$ cat src/ccss_pkg.sv
// package for the cpu clock state sequencer: register map, fields, states, timing
package ccss_pkg;

    // ------------------------------------------------------------------
    // register byte addresses (apb, one aligned word each)
    // ------------------------------------------------------------------
    localparam logic [7:0] ADDR_OSC_MODE_SELECT = 8'h00; // osc_mode_select_reg
    localparam logic [7:0] ADDR_MAIN_OSC_CTRL   = 8'h04; // main_osc_control_reg
    localparam logic [7:0] ADDR_MAIN_CLK_MODE   = 8'h08; // main_clock_mode_reg
    localparam logic [7:0] ADDR_PROC_CLK        = 8'h0C; // processor_clock_reg
    localparam logic [7:0] ADDR_INT_OSC_MODE    = 8'h10; // internal_osc_mode_reg
    localparam logic [7:0] ADDR_STATUS          = 8'h14; // sequencer state, read only
    localparam logic [7:0] ADDR_COMMAND         = 8'h18; // halt / stop / wake strobes

    // ------------------------------------------------------------------
    // field positions
    // ------------------------------------------------------------------
    localparam int BIT_EXT_MAIN_INPUT = 7;  // osc mode select
    localparam int BIT_MAIN_PIN_OSC   = 6;
    localparam int BIT_EXT_SUB_INPUT  = 5;
    localparam int BIT_SUB_PIN_OSC    = 4;
    localparam int BIT_AMP_GAIN       = 0;
    localparam int BIT_MAIN_OSC_STOP  = 7;  // main osc control
    localparam int BIT_MAIN_SOURCE    = 2;  // main clock mode
    localparam int BIT_MAIN_CPU       = 0;
    localparam int BIT_CPU_SUB        = 4;  // processor clock
    localparam int BIT_HS_OSC_STATUS  = 7;  // internal osc mode
    localparam int BIT_HS_OSC_STOP    = 0;
    localparam int BIT_CMD_HALT       = 0;  // command strobes
    localparam int BIT_CMD_STOP       = 1;
    localparam int BIT_CMD_WAKE       = 2;

    // ------------------------------------------------------------------
    // reset values
    // ------------------------------------------------------------------
    localparam logic [7:0] RST_OSC_MODE_SELECT = 8'h00;
    localparam logic [7:0] RST_MAIN_OSC_CTRL   = 8'h80; // main oscillator stopped
    localparam logic [7:0] RST_MAIN_CLK_MODE   = 8'h00;
    localparam logic [7:0] RST_PROC_CLK        = 8'h00;
    localparam logic [7:0] RST_INT_OSC_MODE    = 8'h00;

    // ------------------------------------------------------------------
    // timing
    // ------------------------------------------------------------------
    localparam int CLK_PERIOD_PS      = 10000;  // 100 MHz
    localparam int POR_MIN_NS         = 11000;  // reset processing, least
    localparam int POR_MAX_NS         = 45000;  // reset processing, longest
    localparam int POR_CYCLES         = (POR_MIN_NS * 1000 + CLK_PERIOD_PS - 1) / CLK_PERIOD_PS;
    localparam int AMP_HOLD_MIN_PS    = 4060000;  // cpu clock hold, crystal, least
    localparam int AMP_HOLD_MAX_PS    = 16120000; // cpu clock hold, crystal, longest
    localparam int AMP_HOLD_CYCLES    = (AMP_HOLD_MIN_PS + CLK_PERIOD_PS - 1) / CLK_PERIOD_PS;
    localparam int EXT_HOLD_EDGES     = 160;    // external clock edges of hold
    localparam int MUX_SYNC_CYCLES    = 2;      // glitch-free handover settle before the switch, old side only
    localparam int CNT_W              = 16;

    // ------------------------------------------------------------------
    // states, gray along reset -> internal -> main -> sub
    // ------------------------------------------------------------------
    typedef enum logic [3:0] {
        CCSS_RESET     = 4'h0,
        CCSS_INT_RUN   = 4'h1,
        CCSS_MAIN_RUN  = 4'h3,
        CCSS_SUB_RUN   = 4'h2,
        CCSS_INT_HALT  = 4'h6,
        CCSS_MAIN_HALT = 4'h7,
        CCSS_SUB_HALT  = 4'h5,
        CCSS_INT_STOP  = 4'h4,
        CCSS_MAIN_STOP = 4'hC
    } ccss_state_e;

    // cpu clock source codes
    typedef enum logic [1:0] {
        CCSS_SRC_INT  = 2'h0,
        CCSS_SRC_MAIN = 2'h1,
        CCSS_SRC_SUB  = 2'h2
    } ccss_src_e;

    // apb request carrier
    typedef struct packed {
        logic        sel;
        logic        enable;
        logic        write;
        logic [7:0]  addr;
        logic [31:0] wdata;
    } ccss_apb_req_s;

endpackage : ccss_pkg

$ cat src/ccss_sequencer.sv
// cpu clock state sequencer with apb register file and glitch-free source switch
//
// Operation
// - after reset cpu runs on internal oscillator
// - halt gives one halt state per source
// - stop only from internal or main run
// - reset processing delay before internal run
// - stop, source, cpu, sub select placement
// - internal osc register: status and stop
// - gain set with main pins selected in the same write halts cpu clock briefly
//
// The address map and the APB slave port were left to the implementer.
`timescale 1ns/1ps
`default_nettype none
module ccss_sequencer
    import ccss_pkg::*;
(
    input  wire logic        pclk,            // apb clock, 100 MHz
    input  wire logic        presetn,         // async reset, active low
    input  wire logic        psel,            // apb select
    input  wire logic        penable,         // apb access phase
    input  wire logic        pwrite,          // apb direction
    input  wire logic [7:0]  paddr,           // apb byte address
    input  wire logic [31:0] pwdata,          // apb write data
    input  wire logic        stab_done,       // stabilization counter reached
    input  wire logic        ext_main_edge,   // one pulse per external main clock edge
    input  wire logic        hs_osc_running,  // internal oscillator is oscillating
    output logic      [31:0] prdata,          // apb read data
    output logic             pready,          // apb ready
    output logic             pslverr,         // apb error on unmapped address
    output logic             cpu_clk_gate,    // cpu clock enabled
    output logic      [1:0]  cpu_src,         // source currently driving the cpu
    output logic             main_osc_en,     // main oscillator / input enabled
    output logic             sub_osc_en,      // subsystem oscillator / input enabled
    output logic             hs_osc_en,       // internal oscillator enabled
    output logic      [3:0]  cpu_state        // sequencer state
);

    // ------------------------------------------------------------------
    // registers
    // ------------------------------------------------------------------
    logic [7:0]  osc_mode_select_reg;   // field holder
    logic [7:0]  main_osc_control_reg;  // main oscillator stop
    logic [7:0]  main_clock_mode_reg;   // source and cpu select
    logic [7:0]  processor_clock_reg;   // cpu sub select
    logic [7:0]  internal_osc_mode_reg; // hs osc stop
    ccss_state_e state;                 // sequencer state
    logic [CNT_W-1:0] por_cnt;          // reset processing count
    logic [CNT_W-1:0] hold_cnt;         // cpu clock hold count
    logic [1:0]  mux_cnt;               // handover cycles left
    ccss_src_e   cur_src;               // source in use

    // ------------------------------------------------------------------
    // apb decode
    // ------------------------------------------------------------------
    ccss_apb_req_s req;
    assign req = '{psel, penable, pwrite, paddr, pwdata};
    wire access   = req.sel && req.enable;
    wire wr       = access && req.write;
    wire hit_osc  = req.addr == ADDR_OSC_MODE_SELECT;
    wire hit_moc  = req.addr == ADDR_MAIN_OSC_CTRL;
    wire hit_mcm  = req.addr == ADDR_MAIN_CLK_MODE;
    wire hit_pcc  = req.addr == ADDR_PROC_CLK;
    wire hit_rcm  = req.addr == ADDR_INT_OSC_MODE;
    wire hit_sts  = req.addr == ADDR_STATUS;
    wire hit_cmd  = req.addr == ADDR_COMMAND;
    wire mapped   = hit_osc | hit_moc | hit_mcm | hit_pcc | hit_rcm | hit_sts | hit_cmd;

    // field views
    wire amp_gain_select    = osc_mode_select_reg[BIT_AMP_GAIN];
    wire ext_main_input_sel = osc_mode_select_reg[BIT_EXT_MAIN_INPUT];
    wire main_pin_osc_sel   = osc_mode_select_reg[BIT_MAIN_PIN_OSC];
    wire ext_sub_input_sel  = osc_mode_select_reg[BIT_EXT_SUB_INPUT];
    wire sub_pin_osc_sel    = osc_mode_select_reg[BIT_SUB_PIN_OSC];
    wire main_osc_stop      = main_osc_control_reg[BIT_MAIN_OSC_STOP];
    wire main_source_sel    = main_clock_mode_reg[BIT_MAIN_SOURCE];
    wire main_cpu_clk_sel   = main_clock_mode_reg[BIT_MAIN_CPU];
    wire cpu_sub_clk_sel    = processor_clock_reg[BIT_CPU_SUB];
    wire hs_osc_stop_ctl    = internal_osc_mode_reg[BIT_HS_OSC_STOP];
    wire hs_osc_status_flag = hs_osc_running;

    // commands from the cpu core (halt/stop instructions, wake events)
    wire cmd_halt = wr && hit_cmd && req.wdata[BIT_CMD_HALT];
    wire cmd_stop = wr && hit_cmd && req.wdata[BIT_CMD_STOP];
    wire cmd_wake = wr && hit_cmd && req.wdata[BIT_CMD_WAKE];

    // gain rising with main pins in use starts the cpu clock hold
    wire amp_rise = wr && hit_osc && req.wdata[BIT_AMP_GAIN] && !amp_gain_select
                    && req.wdata[BIT_MAIN_PIN_OSC];
    wire amp_ext  = req.wdata[BIT_EXT_MAIN_INPUT];

    // wanted source, as the field table selects it; the counter status is
    // software's to check, so the selects are trusted as written
    wire want_main = main_source_sel && main_cpu_clk_sel && !cpu_sub_clk_sel;
    wire want_sub  = cpu_sub_clk_sel && sub_pin_osc_sel;
    wire ccss_src_e want_src = want_sub  ? CCSS_SRC_SUB  :
                               want_main ? CCSS_SRC_MAIN : CCSS_SRC_INT;

    // read mux; reserved bits read zero
    wire [7:0] sts_byte = {4'h0, state};
    wire [7:0] rcm_byte = {hs_osc_status_flag, 6'h00, hs_osc_stop_ctl};
    wire [7:0] rd_byte  = hit_osc ? osc_mode_select_reg  :
                          hit_moc ? main_osc_control_reg :
                          hit_mcm ? main_clock_mode_reg  :
                          hit_pcc ? processor_clock_reg  :
                          hit_rcm ? rcm_byte             :
                          hit_sts ? sts_byte             : 8'h00;

    // ------------------------------------------------------------------
    // apb response: zero wait states
    // ------------------------------------------------------------------
    always_ff @(posedge pclk or negedge presetn) begin
        if (!presetn) begin
            prdata  <= 32'h0000_0000;
            pready  <= 1'b0;
            pslverr <= 1'b0;
        end else begin
            pready  <= req.sel && !req.enable;
            pslverr <= req.sel && !req.enable && !mapped;
            prdata  <= (req.sel && !req.enable && !req.write) ? {24'h000000, rd_byte} : 32'h0;
        end
    end
    wire done_wr = wr && pready; // write takes effect in the ready cycle

    // ------------------------------------------------------------------
    // register writes (only legal fields are kept)
    // ------------------------------------------------------------------
    always_ff @(posedge pclk or negedge presetn) begin
        if (!presetn) begin
            osc_mode_select_reg   <= RST_OSC_MODE_SELECT;
            main_osc_control_reg  <= RST_MAIN_OSC_CTRL;
            main_clock_mode_reg   <= RST_MAIN_CLK_MODE;
            processor_clock_reg   <= RST_PROC_CLK;
            internal_osc_mode_reg <= RST_INT_OSC_MODE;
        end else if (done_wr) begin
            if (hit_osc) osc_mode_select_reg   <= req.wdata[7:0] & 8'hF1;
            if (hit_moc) main_osc_control_reg  <= req.wdata[7:0] & 8'h80;
            if (hit_mcm) main_clock_mode_reg   <= req.wdata[7:0] & 8'h05;
            if (hit_pcc) processor_clock_reg   <= req.wdata[7:0] & 8'h10;
            if (hit_rcm) internal_osc_mode_reg <= req.wdata[7:0] & 8'h01;
        end
    end

    // ------------------------------------------------------------------
    // state machine
    // ------------------------------------------------------------------
    ccss_state_e next_state;
    wire por_done = por_cnt == CNT_W'(POR_CYCLES);
    always_comb begin
        next_state = state;
        case (state)
            CCSS_RESET:     if (por_done) next_state = CCSS_INT_RUN;
            CCSS_INT_RUN,
            CCSS_MAIN_RUN,
            CCSS_SUB_RUN: begin
                if (done_wr && cmd_halt) begin
                    next_state = (cur_src == CCSS_SRC_SUB)  ? CCSS_SUB_HALT  :
                                 (cur_src == CCSS_SRC_MAIN) ? CCSS_MAIN_HALT : CCSS_INT_HALT;
                end else if (done_wr && cmd_stop && cur_src != CCSS_SRC_SUB) begin
                    next_state = (cur_src == CCSS_SRC_MAIN) ? CCSS_MAIN_STOP : CCSS_INT_STOP;
                end else begin
                    next_state = (cur_src == CCSS_SRC_SUB)  ? CCSS_SUB_RUN  :
                                 (cur_src == CCSS_SRC_MAIN) ? CCSS_MAIN_RUN : CCSS_INT_RUN;
                end
            end
            CCSS_INT_HALT,
            CCSS_INT_STOP:  if (done_wr && cmd_wake) next_state = CCSS_INT_RUN;
            CCSS_MAIN_HALT,
            CCSS_MAIN_STOP: if (done_wr && cmd_wake) next_state = CCSS_MAIN_RUN;
            CCSS_SUB_HALT:  if (done_wr && cmd_wake) next_state = CCSS_SUB_RUN;
            default:        next_state = CCSS_RESET;
        endcase
    end
    wire running = state == CCSS_INT_RUN || state == CCSS_MAIN_RUN || state == CCSS_SUB_RUN;

    always_ff @(posedge pclk or negedge presetn) begin
        if (!presetn) begin
            state   <= CCSS_RESET;
            por_cnt <= '0;
        end else begin
            state   <= next_state;
            if (state == CCSS_RESET && !por_done) por_cnt <= por_cnt + 1'b1;
        end
    end

    // ------------------------------------------------------------------
    // cpu clock hold after gain set; counts pclk for crystal and
    // external edges for an external main clock
    // ------------------------------------------------------------------
    logic hold_ext;
    always_ff @(posedge pclk or negedge presetn) begin
        if (!presetn) begin
            hold_cnt <= '0;
            hold_ext <= 1'b0;
        end else if (done_wr && amp_rise) begin
            hold_cnt <= amp_ext ? CNT_W'(EXT_HOLD_EDGES) : CNT_W'(AMP_HOLD_CYCLES);
            hold_ext <= amp_ext;
        end else if (hold_cnt != '0 && (!hold_ext || ext_main_edge)) begin
            hold_cnt <= hold_cnt - 1'b1;
        end
    end

    // ------------------------------------------------------------------
    // glitch-free handover: gate off, settle on the old side, switch, settle on the new side, gate on
    // ------------------------------------------------------------------
    always_ff @(posedge pclk or negedge presetn) begin
        if (!presetn) begin
            cur_src <= CCSS_SRC_INT;
            mux_cnt <= '0;
        end else if (!running) begin
            mux_cnt <= '0;
        end else if (mux_cnt == 2'd1) begin
            cur_src <= want_src;
            mux_cnt <= '0;
        end else if (mux_cnt != '0) begin
            mux_cnt <= mux_cnt - 1'b1;
        end else if (want_src != cur_src) begin
            mux_cnt <= 2'(MUX_SYNC_CYCLES + 1);
        end
    end

    // ------------------------------------------------------------------
    // outputs from flip-flops
    // ------------------------------------------------------------------
    always_ff @(posedge pclk or negedge presetn) begin
        if (!presetn) begin
            cpu_clk_gate <= 1'b0;
            cpu_src      <= 2'h0;
            main_osc_en  <= 1'b0;
            sub_osc_en   <= 1'b0;
            hs_osc_en    <= 1'b1;
            cpu_state    <= 4'h0;
        end else begin
            // one settle cycle on the new source before the gate reopens
            cpu_clk_gate <= (next_state == CCSS_INT_RUN || next_state == CCSS_MAIN_RUN ||
                             next_state == CCSS_SUB_RUN) && mux_cnt == '0 && hold_cnt == '0
                            && cpu_src == cur_src;
            cpu_src      <= cur_src;
            main_osc_en  <= main_pin_osc_sel && !main_osc_stop && state != CCSS_MAIN_STOP
                            && state != CCSS_INT_STOP;
            sub_osc_en   <= sub_pin_osc_sel;  // sub clock keeps running through stop
            hs_osc_en    <= !(hs_osc_stop_ctl && cur_src != CCSS_SRC_INT) && state != CCSS_INT_STOP
                            && state != CCSS_MAIN_STOP;
            cpu_state    <= next_state;
        end
    end

    // ------------------------------------------------------------------
    // assertions
    // ------------------------------------------------------------------
    por_delay_a: assert property (@(posedge pclk) disable iff (!presetn)
        $rose(state == CCSS_INT_RUN) && $past(state) == CCSS_RESET |-> por_cnt == CNT_W'(POR_CYCLES))
        else $error("left reset before processing delay");
    reset_src_a: assert property (@(posedge pclk) disable iff (!presetn)
        $past(state) == CCSS_RESET && state == CCSS_INT_RUN |-> cur_src == CCSS_SRC_INT)
        else $error("first run state not on internal oscillator");
    halt_map_a: assert property (@(posedge pclk) disable iff (!presetn)
        state == CCSS_MAIN_RUN && done_wr && cmd_halt |=> state == CCSS_MAIN_HALT)
        else $error("halt from main run went wrong");
    stop_sub_a: assert property (@(posedge pclk) disable iff (!presetn)
        state == CCSS_SUB_RUN && done_wr && cmd_stop && !cmd_halt |=> state == CCSS_SUB_RUN)
        else $error("stop taken from subsystem clock");
    hold_len_a: assert property (@(posedge pclk) disable iff (!presetn)
        done_wr && amp_rise && !amp_ext |=> hold_cnt == CNT_W'(AMP_HOLD_CYCLES) ##1 !cpu_clk_gate)
        else $error("crystal gain hold not started");
    ext_hold_a: assert property (@(posedge pclk) disable iff (!presetn)
        done_wr && amp_rise && amp_ext |=> hold_cnt == CNT_W'(EXT_HOLD_EDGES))
        else $error("external gain hold not 160 edges");
    mux_gate_a: assert property (@(posedge pclk) disable iff (!presetn)
        $changed(cur_src) |-> !cpu_clk_gate ##1 !cpu_clk_gate)
        else $error("cpu clock running across source change");
    mode_bits_a: assert property (@(posedge pclk) disable iff (!presetn)
        (osc_mode_select_reg & 8'h0E) == 8'h00 && (main_clock_mode_reg & 8'hFA) == 8'h00)
        else $error("reserved field bits set");
    hs_flag_a: assert property (@(posedge pclk) disable iff (!presetn)
        hit_rcm && req.sel && !req.enable && !req.write |=> prdata[7] == $past(hs_osc_running))
        else $error("status flag not at bit 7");
    main_sel_a: assert property (@(posedge pclk) disable iff (!presetn)
        running && mux_cnt == '0 && want_src == CCSS_SRC_MAIN && cur_src != CCSS_SRC_MAIN
        |-> ##[1:4] cur_src == CCSS_SRC_MAIN)
        else $error("main select not honoured");

    cov_main_c: cover property (@(posedge pclk) disable iff (!presetn) state == CCSS_MAIN_RUN);
    cov_sub_c:  cover property (@(posedge pclk) disable iff (!presetn) state == CCSS_SUB_HALT);
    cov_stop_c: cover property (@(posedge pclk) disable iff (!presetn) state == CCSS_INT_STOP);
    cov_hold_c: cover property (@(posedge pclk) disable iff (!presetn) hold_cnt == CNT_W'(1));

endmodule : ccss_sequencer
`default_nettype wire

$ cat config.mk
export PLATFORM = sky130hd
export DESIGN_NAME = ccss_sequencer
export DESIGN_NICKNAME = d
export VERILOG_FILES = /design/src/ccss_pkg.sv /design/src/ccss_sequencer.sv
export SDC_FILE = /design/constraint.sdc
export NUM_CORES = 1
export LEC_CHECK = 0
export BUFFER_PORTS_ARGS = -buffer_cell sky130_fd_sc_hd__buf_2
export CORE_MARGIN = 1
export CORE_UTILIZATION = 35
export CTS_BUF_LIST = sky130_fd_sc_hd__clkbuf_16
export DETAILED_ROUTE_END_ITERATION = 10
export PLACE_DENSITY = 0.66
export SETUP_SLACK_MARGIN = 0.2
export SLEW_MARGIN = 20
export SYNTH_ARGS = -nofsm -noshare
export SYNTH_HDL_FRONTEND = slang
export SYNTH_SLANG_ARGS = --single-unit
$ cat constraint.sdc
create_clock -name pclk -period 2 [get_ports pclk]
set_clock_uncertainty 0.2 [all_clocks]
set_input_delay 0.1 -clock pclk [delete_from_list [all_inputs] [get_ports pclk]]
set_output_delay 0.1 -clock pclk [all_outputs]
set_load 0.02 [all_outputs]
Word-level counts from Yosys, hierarchy flattened:

Index checks and enable logic that the tools add are counted.

* bits of input ports: 48
* word-level logic and storage cells: 147
* register bits after elaboration: 67

* eq/ne operators: 27
* bitwise logic cells: 6
* multiplexer cells: 28
* reductions and logical operators: 64
* $add $sub $neg: 3

Operators with widths (count)
* 2-to-1 mux 8 bit: 6
* logical AND 1 bit: 33
* 2-to-1 mux 16 bit: 2
* 2-to-1 mux 4 bit: 8
* equality test 8 x 5 -> 1 bit (second input constant): 3
* one-hot mux 4 bit (5 select lines): 1
* adder 16 x 1 -> 16 bit (second input constant): 1
* equality test 16 x 11 -> 1 bit (second input constant): 1
* equality test 4 x 2 -> 1 bit (second input constant): 4
* equality test 4 x 3 -> 1 bit (second input constant): 4
* equality test 8 x 4 -> 1 bit (second input constant): 2
* zero test 16 bit: 1
* 2-to-1 mux 2 bit: 8
* nonzero test 16 bit: 1
* subtractor 16 x 1 -> 16 bit (second input constant): 1
* AND reduction 2 bit: 6
* zero test 1 bit: 9
* 2-to-1 mux 9 bit: 1
* equality test 4 x 1 -> 1 bit (second input constant): 2
* equality test 8 x 3 -> 1 bit (second input constant): 1
* zero test 8 bit: 1
* OR 1 bit: 6
* nonzero test 2 bit: 3
* logical OR 1 bit: 5
* 15 further kinds: 18

Depth between registers and ports, before layout:

* word-level depth: 15
* mapped depth: 8
* gate-level depth less buffers: 7

Least setup slack after synthesis:

OpenSTA, ideal clock, no wires.

* path type: flip-flop to flip-flop
* start: reg hold_cnt[8]
* end: reg hold_cnt[14]
* path slack: -0.114 ns
* stages on the path, launching flop included: 5
* clock period less this slack: 2.114 ns
* required time: 1.727 ns
* arrival time: 1.841 ns
* cells stage by stage: dfrtp_1 -> or4_4 -> or4_4 -> or3_1 -> a21oi_2

* word-level cells in the longest chain between the ends: 3
* elaborated cells on any way between the ends: 6

Ends and longest elaborated chain
* start: declaration: RTL line ccss_sequencer.sv:49 `logic [CNT_W-1:0] hold_cnt;`
* start signal: assignment: RTL line ccss_sequencer.sv:196 `hold_cnt <= amp_ext ? CNT_W'(EXT_HOLD_EDGES) : CNT_W'(AMP_HOLD_CYCLES);`
* start signal: assignment: RTL line ccss_sequencer.sv:199 `hold_cnt <= hold_cnt - 1'b1;`
* subtractor 16 x 1 -> 16 bit or nonzero test 16 bit (tied branches): RTL line ccss_sequencer.sv:199, ccss_sequencer.sv:198
* 2-to-1 mux 16 bit or logical AND 1 bit (tied branches): RTL line ccss_sequencer.sv:198 `end else if (hold_cnt != '0 && (!hold_ext || ext_main_edge)) begin`
* 2-to-1 mux 16 bit or nonzero test 2 bit (tied branches)

Parallel ways exist; a longest one is shown, timed or not. The select of a mux whose other input is x is not followed.
A chain may end at the register's enable or synchronous reset.

Worst setup path after layout:

Ends and elaborated chain as after synthesis.

==> impl_metrics.yaml <==
synth:
  synthFlopType: "dfrtp_1"
  ys_seq_area_share_pct: 46.23
  syn_avg_cell_area_um2: 10.12
  async_flop_share_pct: 100.0
  synth_cell_types: 64
  ys_warn_count: 0
  ys_seq_elements: 67
  synth_edf_count: 0
  synth_cells: 359
  syn_area_um2: 3632
timing:
  drv_slew: 0
  fin_crit_ns: 2.124
  rsz0062_at_grt: "true"
  finalWorstSetupSlack_ns: -0.1237
  clock.fmax_ghz: 0.4709
  fin_crit_sh_pct: 106.2
  holdWs_ns: 0.009645
  hold_viol_final: 0
  setup_viol: 14
layout:
  drive_gt1_share_pct: 36.40
  layout_commonest_cell: "dfrtp_1"
  fin_nets: 518
  fin_util_pct: 49.55
  antenna_cells: 0
  fillers: 899
  area_growth_pct: 35.17
  layout_common_cells: "62 x dfrtp_1, 42 x buf_2, 41 x buf_4"
  fin_cells: 600
  top_regs: "hold_cnt (16), por_cnt (16), prdata (8)"
global_routing:
  grt_max_degree: 51
  grt_pass1_vias: 2935
  grt_usage_pct: 16.51
  grt_pass1_wl_um: 14080
  antenna_found_initial: 0
  globalRouteOverflowTotal: 0
clock_network:
  clk_latency_ns: 0.33
  root_buffer: "clkbuf_16"
  h-tree-depth: 3
  numCtsBuffers: 9
  clock_sinks: 67
  path_clk_slew_ns: 0.06
  cts_tree: "built"
  cts_buffer_depth: 2
floorplanning:
  dieArea_um2: 10790
  start_util_pct: 36.65
  num_rows: 36
  die_x_um: 103.9
  die_h_um: 103.9
  core_um2: 9910
  ios: 92
worst_setup_path:
  crit_fanout: 4
  worstSetupPathType: "register to register"
  cp.required_ns: 2.06
  critical_path_arrival_ns: 2.19
  start_kind: "register"
  end_kind: "register"
power_and_ir_drop:
  pwr_density_cell_nw_per_um2: 958.2
  finalPower_mw: 4.704
  p_sw_mw: 1.450
  power.leakage_nw: 2.273
  p_clk_share_pct: 33.5
  p_comb_share_pct: 29.8
  netSwitchingFraction_pct: 30.83
  vdd_drop_max_mv: 0.4677
  seq_power_share_pct: 36.7
  internal-power_mw: 3.254
status:
  status: "finished with violations"
  failed_checks: "negative setup slack"
detailed_routing:
  wl_met2_um: 4313
  wl_per_cell_um: 14.33
  vias_per_cell: 4.842
  met3_length_um: 245
  drc: 0
  highest_layer: "met4"
  antenna_left: 0
  drt_iter0_drc: 72
  wl_met1_um: 3942
  firstDrtPassIters: 5
  num_vias: 2905
  drt_wl_total_um: 8599
placement:
  place.gp.congestion: 0.8828
  dp.cells: 564
  dp_hpwl_um: 5913
  io_buffers: 41
  post-place-ws_ns: -0.09178
min_path:
  hold_class: "primary input to register"
flow_run:
  drv_cap: 0
## per-layer routing
layer  GRT usage (%)  vias up
met2           27.43       49
met4           5.612        0
met3           3.321        8
met5               0        -
li1                -     1426
met1           21.45     1422
## through the flow
step	setup TNS (ns)	area [um2]
3_3_place_gp	-0.1550	4225
2_1_floorplan	-0.2330	3776
5_1_grt	-2.042	4910
6_report	-1.099	4910
3_5_place_dp	-0.2701	4225
4_1_cts	-0.4396	4778
## final cells by class
type                    count  area, um2  share of cell area [%]
clock buffers               9      225.2                   4.587
clock inverters             7      67.56                   1.376
inverters                  18      67.56                   1.376
multi-input cells         265       1977                   40.27
flip-flops and latches     67       1683                   34.28
well taps                 133      166.4                   3.389
repair buffers            101      723.2                   14.73
## kinds of logic (layout without fill, tap and decap cells)
group	after synthesis	after routing	synth area share [%]
and+or+nand+nor	144	144	23.67
xor gates and xnor gates	30	30	7.234
other	1	24	0.1032
buffers and inverters	50	135	7.854
AOI/OAI and AO/OA	49	49	9.025
muxes	10	10	3.134
DFF	67	67	46.23
adders and majority gates	8	8	2.756
## power by group through the flow
stage	clock [mW]	sequential (mW)	combinational, mW
global placement	0	1.74	1.09
detailed placement	0	1.74	1.13
CTS	1.59	1.72	1.26
global route	1.65	1.76	1.54
finish	1.57	1.73	1.40
floorplan	0	1.75	0.713
## cells in the mapped netlist, drive strengths merged, types with 5 or more instances
| cell | number | area share [%] |
|---|---|---|
| a21oi | 14 | 2.0 |
| buf | 26 | 5.4 |
| clkbuf | 6 | 0.62 |
| dfrtp | 65 | 45 |
| ha | 8 | 2.8 |
| inv | 18 | 1.9 |
| mux2 | 8 | 2.6 |
| nand2 | 22 | 2.3 |
| nand2b | 5 | 0.86 |
| nand3 | 13 | 1.8 |
| nand4 | 14 | 2.4 |
| nor2 | 28 | 2.9 |
| nor3 | 16 | 2.8 |
| o21ai | 11 | 1.5 |
| or3 | 8 | 1.6 |
| or4 | 5 | 1.2 |
| xnor2 | 26 | 6.3 |
## worst max-delay path, cell delays in order (launching register included)
cell,delay (ns)
dfrtp_1,0.37
or4_4,0.56
or4_4,0.45
or3_4,0.35
a21oi_2,0.13
## timing repair
item	CTS	global route
buffers inserted	3	4
gates resized for setup	28	23
endpoints found under the hold margin	84	0
hold buffers	12	0
cloned	1	0
endpoints found under the setup margin	33	37
pin swaps	14	12
## path summary, 6_finish.rpt
path                                         from                      end  slack [ns]  depth (start not counted)
max in group asynchronous                 presetn                hs_osc_en        0.83                          3
min reg2reg                osc_mode_select_reg[4]               sub_osc_en        0.23                          0
min                                       penable  main_osc_control_reg[7]        0.01                          4
max                                   hold_cnt[8]             hold_cnt[14]       -0.12                          4
max reg2reg                           hold_cnt[8]             hold_cnt[14]       -0.12                          4
min in group asynchronous                 presetn   osc_mode_select_reg[7]        0.11                          2
No activity file was read; power rests on OpenSTA's default activity.
